`config.mk`:
```
export PLATFORM = sky130hd
export DESIGN_NAME = floppy_host_port_logic
export DESIGN_NICKNAME = d
export VERILOG_FILES = /design/src/hdl/floppy_port_pkg.sv /design/src/hdl/ctrl_clk_divider.sv /design/src/hdl/byte_stack.sv /design/src/hdl/floppy_host_port_logic.sv
export SDC_FILE = /design/constraint.sdc
export NUM_CORES = 1
export LEC_CHECK = 0
export ABC_AREA = 1
export BUFFER_PORTS_ARGS = -buffer_cell sky130_fd_sc_hd__buf_4
export CAP_MARGIN = 15
export CORE_ASPECT_RATIO = 2
export CORE_MARGIN = 3
export CORE_UTILIZATION = 40
export CTS_CLUSTER_DIAMETER = 80
export DETAILED_ROUTE_END_ITERATION = 8
export HOLD_SLACK_MARGIN = 0.06
export PLACE_DENSITY = 0.57
export SYNTH_ARGS = -nofsm -noshare
export SYNTH_HDL_FRONTEND = slang
export SYNTH_HIERARCHICAL = 1
export SYNTH_SLANG_ARGS = --single-unit
```
`constraint.sdc`:
```
create_clock -name core_clk_i -period 3.85 [get_ports core_clk_i]
set_input_delay 0.1925 -clock core_clk_i [delete_from_list [all_inputs] [get_ports core_clk_i]]
set_output_delay 0.1925 -clock core_clk_i [all_outputs]
set_load 0.05 [all_outputs]
```
`src/hdl/floppy_port_pkg.sv`:
```
package floppy_port_pkg;

  // Host port map
  localparam logic [9:0] DRIVE_CONTROL_ADDR = 10'h3F2;
  localparam logic [9:0] CTRL_STATUS_ADDR = 10'h3F4;
  localparam logic [9:0] CMD_RESULT_ADDR = 10'h3F5;
  localparam logic [7:0] DRIVE_CONTROL_RESET = 8'h00;
  localparam logic [7:0] IDLE_READ_VALUE = 8'h00;

  // Drive-control field positions
  localparam int SEL_LSB = 0;
  localparam int ENABLE_BIT = 2;
  localparam int GATE_BIT = 3;
  localparam int MOTOR_LSB = 4;
  localparam int NUM_UNITS = 4;

  // Status byte field positions
  localparam int ST_SEEK_LSB = 0;
  localparam int ST_BUSY_BIT = 4;
  localparam int ST_EXEC_BIT = 5;
  localparam int ST_DIR_BIT = 6;
  localparam int ST_READY_BIT = 7;

  // Stack depths
  localparam int CMD_DEPTH = 9;
  localparam int RES_DEPTH = 7;
  localparam int CMD_CNT_W = 4;
  localparam int RES_CNT_W = 3;

  // Timing: crystal reference and controller clock
  localparam int CORE_CLK_PERIOD_NS = 20;
  localparam int XTAL_FREQ_MHZ = 8;
  localparam int CTRL_CLK_PERIOD_NS = 250;
  localparam int CTRL_CLK_DIVIDE = (CTRL_CLK_PERIOD_NS * XTAL_FREQ_MHZ) / 1000;

  // Operation phases
  typedef enum logic [1:0] {
    PH_COMMAND,
    PH_EXECUTE,
    PH_RESULT
  } phase_type;

  // Host I/O request
  typedef struct packed {
    logic [9:0] addr;
    logic wr;
    logic rd;
    logic [7:0] wdata;
  } io_req_type;

  // Port logic state
  typedef struct packed {
    logic [7:0] drive_control;
    phase_type phase;
    logic [7:0] rdata;
    logic rdata_en;
  } port_state_type;

endpackage

```
`src/hdl/ctrl_clk_divider.sv`:
```
`timescale 1ns/10ps
module ctrl_clk_divider
  import floppy_port_pkg::*;
(
  // Clock and reset
  input wire logic core_clk_i,
  input wire logic srst_i,
  // Crystal reference, sampled
  input wire logic xtal_i,
  // Divided controller clock
  output logic ctrl_clk_o
);

  typedef struct packed {
    logic xtal_prev;
    logic clk_out;
  } div_state_type;

  div_state_type state_reg;
  div_state_type state_next;

  // Toggle on each rising reference edge: divide by two
  always_comb begin
    state_next = state_reg;
    state_next.xtal_prev = xtal_i;
    if (xtal_i && !state_reg.xtal_prev) begin
      state_next.clk_out = !state_reg.clk_out;
    end
  end

  always_ff @(posedge core_clk_i) begin
    if (srst_i) begin
      state_reg <= '0;
    end else begin
      state_reg <= state_next;
    end
  end

  assign ctrl_clk_o = state_reg.clk_out;
endmodule

```
`src/hdl/byte_stack.sv`:
```
`timescale 1ns/10ps
module byte_stack
  import floppy_port_pkg::*;
#(
  parameter int DEPTH = 9,
  parameter int CNT_W = 4
)
(
  // Clock and reset
  input wire logic core_clk_i,
  input wire logic srst_i,
  // Control
  input wire logic flush_i,
  input wire logic push_i,
  input wire logic [7:0] push_data_i,
  input wire logic pop_i,
  // Status
  output logic [7:0] top_o,
  output logic [CNT_W-1:0] count_o,
  output logic full_o,
  output logic empty_o
);

  localparam logic [CNT_W-1:0] FULL_COUNT = CNT_W'(DEPTH);

  typedef struct packed {
    logic [DEPTH-1:0][7:0] mem;
    logic [CNT_W-1:0] count;
  } stack_state_type;

  stack_state_type state_reg;
  stack_state_type state_next;
  logic do_pop;
  logic do_push;
  logic [CNT_W-1:0] wr_idx;

  // Oldest entry sits at index 0; a pop shifts all down
  always_comb begin
    state_next = state_reg;
    do_pop = pop_i && (state_reg.count != '0);
    do_push = push_i && ((state_reg.count != FULL_COUNT) || do_pop);
    wr_idx = do_pop ? state_reg.count - CNT_W'(1) : state_reg.count;
    if (do_pop) begin
      for (int i = 0; i < DEPTH - 1; i++) begin
        state_next.mem[i] = state_reg.mem[i + 1];
      end
    end
    if (do_push) begin
      state_next.mem[wr_idx] = push_data_i;
    end
    if (do_push && !do_pop) begin
      state_next.count = state_reg.count + CNT_W'(1);
    end else if (do_pop && !do_push) begin
      state_next.count = state_reg.count - CNT_W'(1);
    end
    if (flush_i) begin
      state_next.count = '0;
    end
  end

  always_ff @(posedge core_clk_i) begin
    if (srst_i) begin
      state_reg <= '0;
    end else begin
      state_reg <= state_next;
    end
  end

  assign top_o = state_reg.mem[0];
  assign count_o = state_reg.count;
  assign full_o = (state_reg.count == FULL_COUNT);
  assign empty_o = (state_reg.count == '0);

endmodule

```
`src/hdl/floppy_host_port_logic.sv`:
```
`timescale 1ns/10ps
// Function
// - Drive-control at 3F2, write-only, no read
// - I/O reset clears drive-control to zero
// - Bits 4..7 drive motor outputs, units 0..3
// - Gate bit zero blocks interrupt and DMA
// - Controller runs only while enable bit set
// - Bits 1..0 pick exactly one drive select
// - Status byte readable at 3F4 any time
// - Status bit 0 shows unit 0 seeking
// - Data port 3F5, top stack entry visible
// - Host writes push, nine bytes at most
// - Host reads pop, seven results at most
// - Command, execution, result phases in order
// - Completion on interrupt six, records by DMA
// - Eight megahertz reference clocks the controller
// - Four drive units, own select and motor
// - Address bit 0 picks status or data
module floppy_host_port_logic
  import floppy_port_pkg::*;
(
  // Clock and reset
  input wire logic core_clk_i,
  input wire logic srst_i,
  // Host I/O bus
  input io_req_type io_req_i,
  output logic [7:0] io_rdata_o,
  output logic io_rdata_en_o,
  // Crystal reference and controller clock
  input wire logic xtal_i,
  output logic ctrl_clk_o,
  output logic ctrl_reset_o,
  // Controller core: command bytes
  output logic [7:0] cmd_byte_o,
  output logic cmd_valid_o,
  input wire logic cmd_pop_i,
  input wire logic cmd_complete_i,
  // Controller core: result bytes
  input wire logic [7:0] res_byte_i,
  input wire logic res_push_i,
  output logic res_ready_o,
  input wire logic exec_done_i,
  // Controller core: seek flags and requests
  input wire logic [NUM_UNITS-1:0] seek_busy_i,
  input wire logic ctrl_irq_i,
  input wire logic ctrl_drq_i,
  // I/O bus requests
  output logic irq6_o,
  output logic drq_o,
  // Drive cable
  output logic [NUM_UNITS-1:0] motor_on_o,
  output logic [NUM_UNITS-1:0] drive_sel_o,
  // Phase visibility
  output phase_type phase_o
);

  port_state_type state_reg;
  port_state_type state_next;

  logic ctrl_enabled;
  logic io_gate;
  logic pair_hit;
  logic port_select_bit;
  logic dc_write;
  logic dc_read;
  logic stat_read;
  logic data_read;
  logic data_write;
  logic cmd_push;
  logic cmd_flush;
  logic res_pop;
  logic res_push;
  logic res_flush;
  logic [7:0] status_byte;
  logic [7:0] cmd_top;
  logic [7:0] res_top;
  logic [CMD_CNT_W-1:0] cmd_count;
  logic [RES_CNT_W-1:0] res_count;
  logic cmd_full;
  logic cmd_empty;
  logic res_full;
  logic res_empty;

  // Full ten-bit match against one port address
  function automatic logic port_hit(input logic [9:0] addr, input logic [9:0] base);
    port_hit = (addr == base);
  endfunction

  // One-hot decode of the binary drive number
  function automatic logic [NUM_UNITS-1:0] unit_decode(input logic [1:0] num);
    unit_decode = NUM_UNITS'(1) << num;
  endfunction

  // Fields of the drive-control register
  assign ctrl_enabled = state_reg.drive_control[ENABLE_BIT];
  assign io_gate = state_reg.drive_control[GATE_BIT];

  // Address decode; the controller pair shares all bits but bit 0
  assign pair_hit = (io_req_i.addr[9:1] == CTRL_STATUS_ADDR[9:1]);
  assign port_select_bit = io_req_i.addr[0];
  assign dc_write = io_req_i.wr && port_hit(io_req_i.addr, DRIVE_CONTROL_ADDR);
  assign dc_read = io_req_i.rd && port_hit(io_req_i.addr, DRIVE_CONTROL_ADDR);
  assign stat_read = io_req_i.rd && pair_hit && !port_select_bit;
  assign data_read = io_req_i.rd && pair_hit && port_select_bit;
  assign data_write = io_req_i.wr && pair_hit && port_select_bit;

  // Stack strobes follow the current phase
  assign cmd_push = data_write && ctrl_enabled && (state_reg.phase == PH_COMMAND) && !cmd_full;
  assign res_pop = data_read && (state_reg.phase == PH_RESULT) && !res_empty;
  assign res_push = res_push_i && ctrl_enabled && (state_reg.phase == PH_EXECUTE);
  assign cmd_flush = !ctrl_enabled || ((state_reg.phase == PH_EXECUTE) && exec_done_i);
  assign res_flush = !ctrl_enabled;

  // Main status byte built from phase, stacks and seek flags
  always_comb begin
    status_byte = 8'h00;
    status_byte[ST_SEEK_LSB +: NUM_UNITS] = seek_busy_i;
    status_byte[ST_BUSY_BIT] = (state_reg.phase != PH_COMMAND) || !cmd_empty;
    status_byte[ST_EXEC_BIT] = (state_reg.phase == PH_EXECUTE);
    status_byte[ST_DIR_BIT] = (state_reg.phase == PH_RESULT);
    status_byte[ST_READY_BIT] = ctrl_enabled &&
      (((state_reg.phase == PH_COMMAND) && !cmd_full) || ((state_reg.phase == PH_RESULT) && !res_empty));
  end

  // Next state: drive-control register, phase sequencer and read answer
  always_comb begin
    state_next = state_reg;
    state_next.rdata = IDLE_READ_VALUE;
    state_next.rdata_en = 1'b0;
    if (dc_write) begin
      state_next.drive_control = io_req_i.wdata;
    end
    if (stat_read) begin
      state_next.rdata = status_byte;
      state_next.rdata_en = 1'b1;
    end else if (data_read) begin
      state_next.rdata = res_pop ? res_top : IDLE_READ_VALUE;
      state_next.rdata_en = 1'b1;
    end
    if (!ctrl_enabled) begin
      state_next.phase = PH_COMMAND;
    end else begin
      unique case (state_reg.phase)
        PH_COMMAND: begin
          if (cmd_complete_i) begin
            state_next.phase = PH_EXECUTE;
          end
        end
        PH_EXECUTE: begin
          if (exec_done_i) begin
            state_next.phase = PH_RESULT;
          end
        end
        PH_RESULT: begin
          if (res_empty || (res_pop && (res_count == RES_CNT_W'(1)))) begin
            state_next.phase = PH_COMMAND;
          end
        end
        default: begin
          state_next.phase = PH_COMMAND;
        end
      endcase
    end
  end

  // State register, cleared by the I/O reset
  always_ff @(posedge core_clk_i) begin
    if (srst_i) begin
      state_reg.drive_control <= DRIVE_CONTROL_RESET;
      state_reg.phase <= PH_COMMAND;
      state_reg.rdata <= IDLE_READ_VALUE;
      state_reg.rdata_en <= 1'b0;
    end else begin
      state_reg <= state_next;
    end
  end

  // Command stack, filled by the host
  byte_stack #(
    .DEPTH(CMD_DEPTH),
    .CNT_W(CMD_CNT_W)
  ) u_cmd_stack (
    .core_clk_i(core_clk_i),
    .srst_i(srst_i),
    .flush_i(cmd_flush),
    .push_i(cmd_push),
    .push_data_i(io_req_i.wdata),
    .pop_i(cmd_pop_i && ctrl_enabled),
    .top_o(cmd_top),
    .count_o(cmd_count),
    .full_o(cmd_full),
    .empty_o(cmd_empty)
  );

  // Result stack, filled by the controller core
  byte_stack #(
    .DEPTH(RES_DEPTH),
    .CNT_W(RES_CNT_W)
  ) u_res_stack (
    .core_clk_i(core_clk_i),
    .srst_i(srst_i),
    .flush_i(res_flush),
    .push_i(res_push),
    .push_data_i(res_byte_i),
    .pop_i(res_pop),
    .top_o(res_top),
    .count_o(res_count),
    .full_o(res_full),
    .empty_o(res_empty)
  );

  // Controller clock from the crystal reference
  ctrl_clk_divider u_clk_div (
    .core_clk_i(core_clk_i),
    .srst_i(srst_i),
    .xtal_i(xtal_i),
    .ctrl_clk_o(ctrl_clk_o)
  );

  // Controller core side
  assign cmd_byte_o = cmd_top;
  assign cmd_valid_o = !cmd_empty && ctrl_enabled;
  assign res_ready_o = ctrl_enabled && (state_reg.phase == PH_EXECUTE) && !res_full;
  assign ctrl_reset_o = !ctrl_enabled;

  // Bus drivers for interrupt level six and DMA request
  assign irq6_o = ctrl_irq_i && io_gate && ctrl_enabled;
  assign drq_o = ctrl_drq_i && io_gate && ctrl_enabled;

  // Drive cable: one select and one motor per unit
  assign motor_on_o = state_reg.drive_control[MOTOR_LSB +: NUM_UNITS];
  assign drive_sel_o = unit_decode(state_reg.drive_control[SEL_LSB +: 2]);

  // Host read answer
  assign io_rdata_o = state_reg.rdata;
  assign io_rdata_en_o = state_reg.rdata_en;
  assign phase_o = state_reg.phase;
endmodule

```
==> out/qor.yml <==
timing:
  rsz0062_at_grt: "false"
  finalCritPeriodShare_pct: 83.0
  fin_crit_ns: 3.19
  slew_violations: 0
  maxSlewHeadroom_pct: 49.1
  tightest_slew_ns: 0.762
  setup_tns_ns: 0
  finalSetupViolations: 0
  fmax_ghz: 0.313
  worst_slack_ns: 0.656
  finClkSkew_ns: 0.0104
  hold_viol: 0
floorplanning:
  io_pins: 74
  die_area_sq_um: 24700
  row_count: 77
  coreArea_sq_um: 22300
  die_x_um: 113
  initial_utilization_pct: 40.9
  die_h_um: 219
routing:
  first_pass_iters: 5
  vias_per_cell: 4.64
  wl_per_cell_um: 13.5
  route.antenna.remaining_nets: 0
  routed_wl_um: 24000
  drc: 0
  drt-initial-drc-count: 402
  via_count: 8272
global_routing:
  grt_usage_pct: 20.0
  grt-ovfl-total: 0
  grt_max_degree: 42
  first_global_vias: 7853
  antenna_found_initial: 0
  grt_first_pass_wirelength_um: 38900
power_and_ir_drop:
  seqPwrFrac_pct: 42.7
  p_comb_share_pct: 3.6
  switching_power_uw: 799
  p_leak_nw: 5.43
  p_per_area_nw_per_um2: 367
  p_clk_share_pct: 53.7
  swShare_pct: 21.1
  ir_drop_uv: 295
  p_int_mw: 2.98
clocking:
  clk_latency_ns: 0.45
  htreeDepth: 4
  cts_root_buffer: "clkbuf_16"
  clkTransAtPathRegs_ns: 0.07
  clock-sinks: 156
  clock_path_buffers: 2
  cts_resized: 0
  cts_made_buffers: 17
  cts_tree: "yes"
critical_path:
  cp-endpoint: "u_res_stack/state_reg[52]"
  cp_max_fo: 22
  critPathRequiredTime_ns: 4.19
  start_kind: "register"
  crit_start: "u_res_stack/count_o[0]"
  criticalPathCategory: "reg -> reg"
  rr_worst_depth: 14
  crit_path_end_kind: "register"
  timing.rr.start: "u_res_stack/count_o[0]"
  reg2reg_to: "u_res_stack/state_reg[52]"
  worstPathArrival_ns: 3.54
  reg2reg_slack_ns: 0.66
outcome:
  status: "finished clean"
finish:
  diodes: 0
  fillers: 2358
  drive_above_1_share_pct: 12.9
  mostFrequentLayoutCell: "nand2_1"
  largest_reg_flops: 64
  area_delta_synth_final_pct: 13.1
  fin_nets: 1543
  final_cell_mix: "nand2_1 (592), nor2_1 (270), inv_1 (159), dfxtp_1 (156), buf_4 (81)"
yosys:
  synth_area_sq_um: 9110
  syn_nets: 1524
  syn_inst: 1474
  postSynthAreaPerCell_sq_um: 6.18
  synth-warning-count: 6
placement:
  io_buffers: 73
  dp_hpwl_um: 17200
  pre_cts_ws_ns: 0.693
  globalplace.congestion: 0.857
worst_hold_path:
  min_path_type: "in -> reg"
flow_run:
  drv_cap: 0
-- power groups by stage --
stage	clock [mW]	sequential (mW)	combinational (mW)
global placement	0	1.65	0.125
finish	2.03	1.62	0.135
detailed placement	0	1.65	0.125
floorplan	0	1.66	0.0460
global route	2.14	1.61	0.145
CTS	2.08	1.62	0.138
-- timing repair --
item / CTS / global route
hold buffers: 15 / 0
buffers inserted: 0 / 0
endpoints found under the hold margin: 22 / 0
-- per-stage QoR --
stage               hold slack (ns)  utilization (%)  cells  area (sq um)  total power, mW
global placement              0.417             42.4   1735          9440             1.78
global route                 0.0635             46.3   1782         10300             3.90
CTS                          0.0602             46.3   1782         10300             3.84
finish                       0.0788             46.3   1782         10300             3.78
floorplan                     0.264                -   1474          9110             1.70
detailed placement            0.423             42.4   1735          9440             1.78
-- worst max-delay path, stage by stage (launching register included) --
cell and delay (ns):
dfxtp_1 0.44, inv_1 0.13, ha_1 0.29, nand2_4 0.13, inv_1 0.08, nor3_4 0.37
nor3b_2 0.28, buf_4 0.19, nand2_4 0.17, nand2_1 0.10, nand2_1 0.08, nor2_2 0.52
nand3b_1 0.14, nand2_1 0.09, nor2_1 0.05
-- routing by layer --
layer / global-route usage [%] / vias to the layer above / wire length, um
li1: - / 4370 / -
met1: 20.1 / 3700 / 8920
met2: 37.3 / 152 / 13100
met3: 4.58 / 50 / 909
met4: 10.5 / 0 / 1040
met5: 0 / - / 0
-- worst min path at each step --
stage	start	end	cells after the start
floorplan	srst_i	u_clk_div/state_reg[1]	1
global placement	xtal_i	u_clk_div/state_reg[1]	3
detailed placement	xtal_i	u_clk_div/state_reg[1]	3
CTS	res_byte_i[1]	u_res_stack/state_reg[28]	3
global route	io_req_i[6]	motor_on_o[2]	3
finish	res_byte_i[1]	u_res_stack/state_reg[28]	3
-- final cells by class --
| class | instances | area (sq um) | area share, % |
|---|---|---|---|
| multi-input cells | 1052 | 4700 | 45.7 |
| flip-flops and latches | 156 | 3120 | 30.3 |
| repair buffers | 97 | 778 | 7.55 |
| inverters | 169 | 637 | 6.18 |
| clock buffers | 19 | 453 | 4.40 |
| well taps | 276 | 345 | 3.35 |
| clock inverters | 13 | 260 | 2.53 |
(Power assumes the default switching activity.)
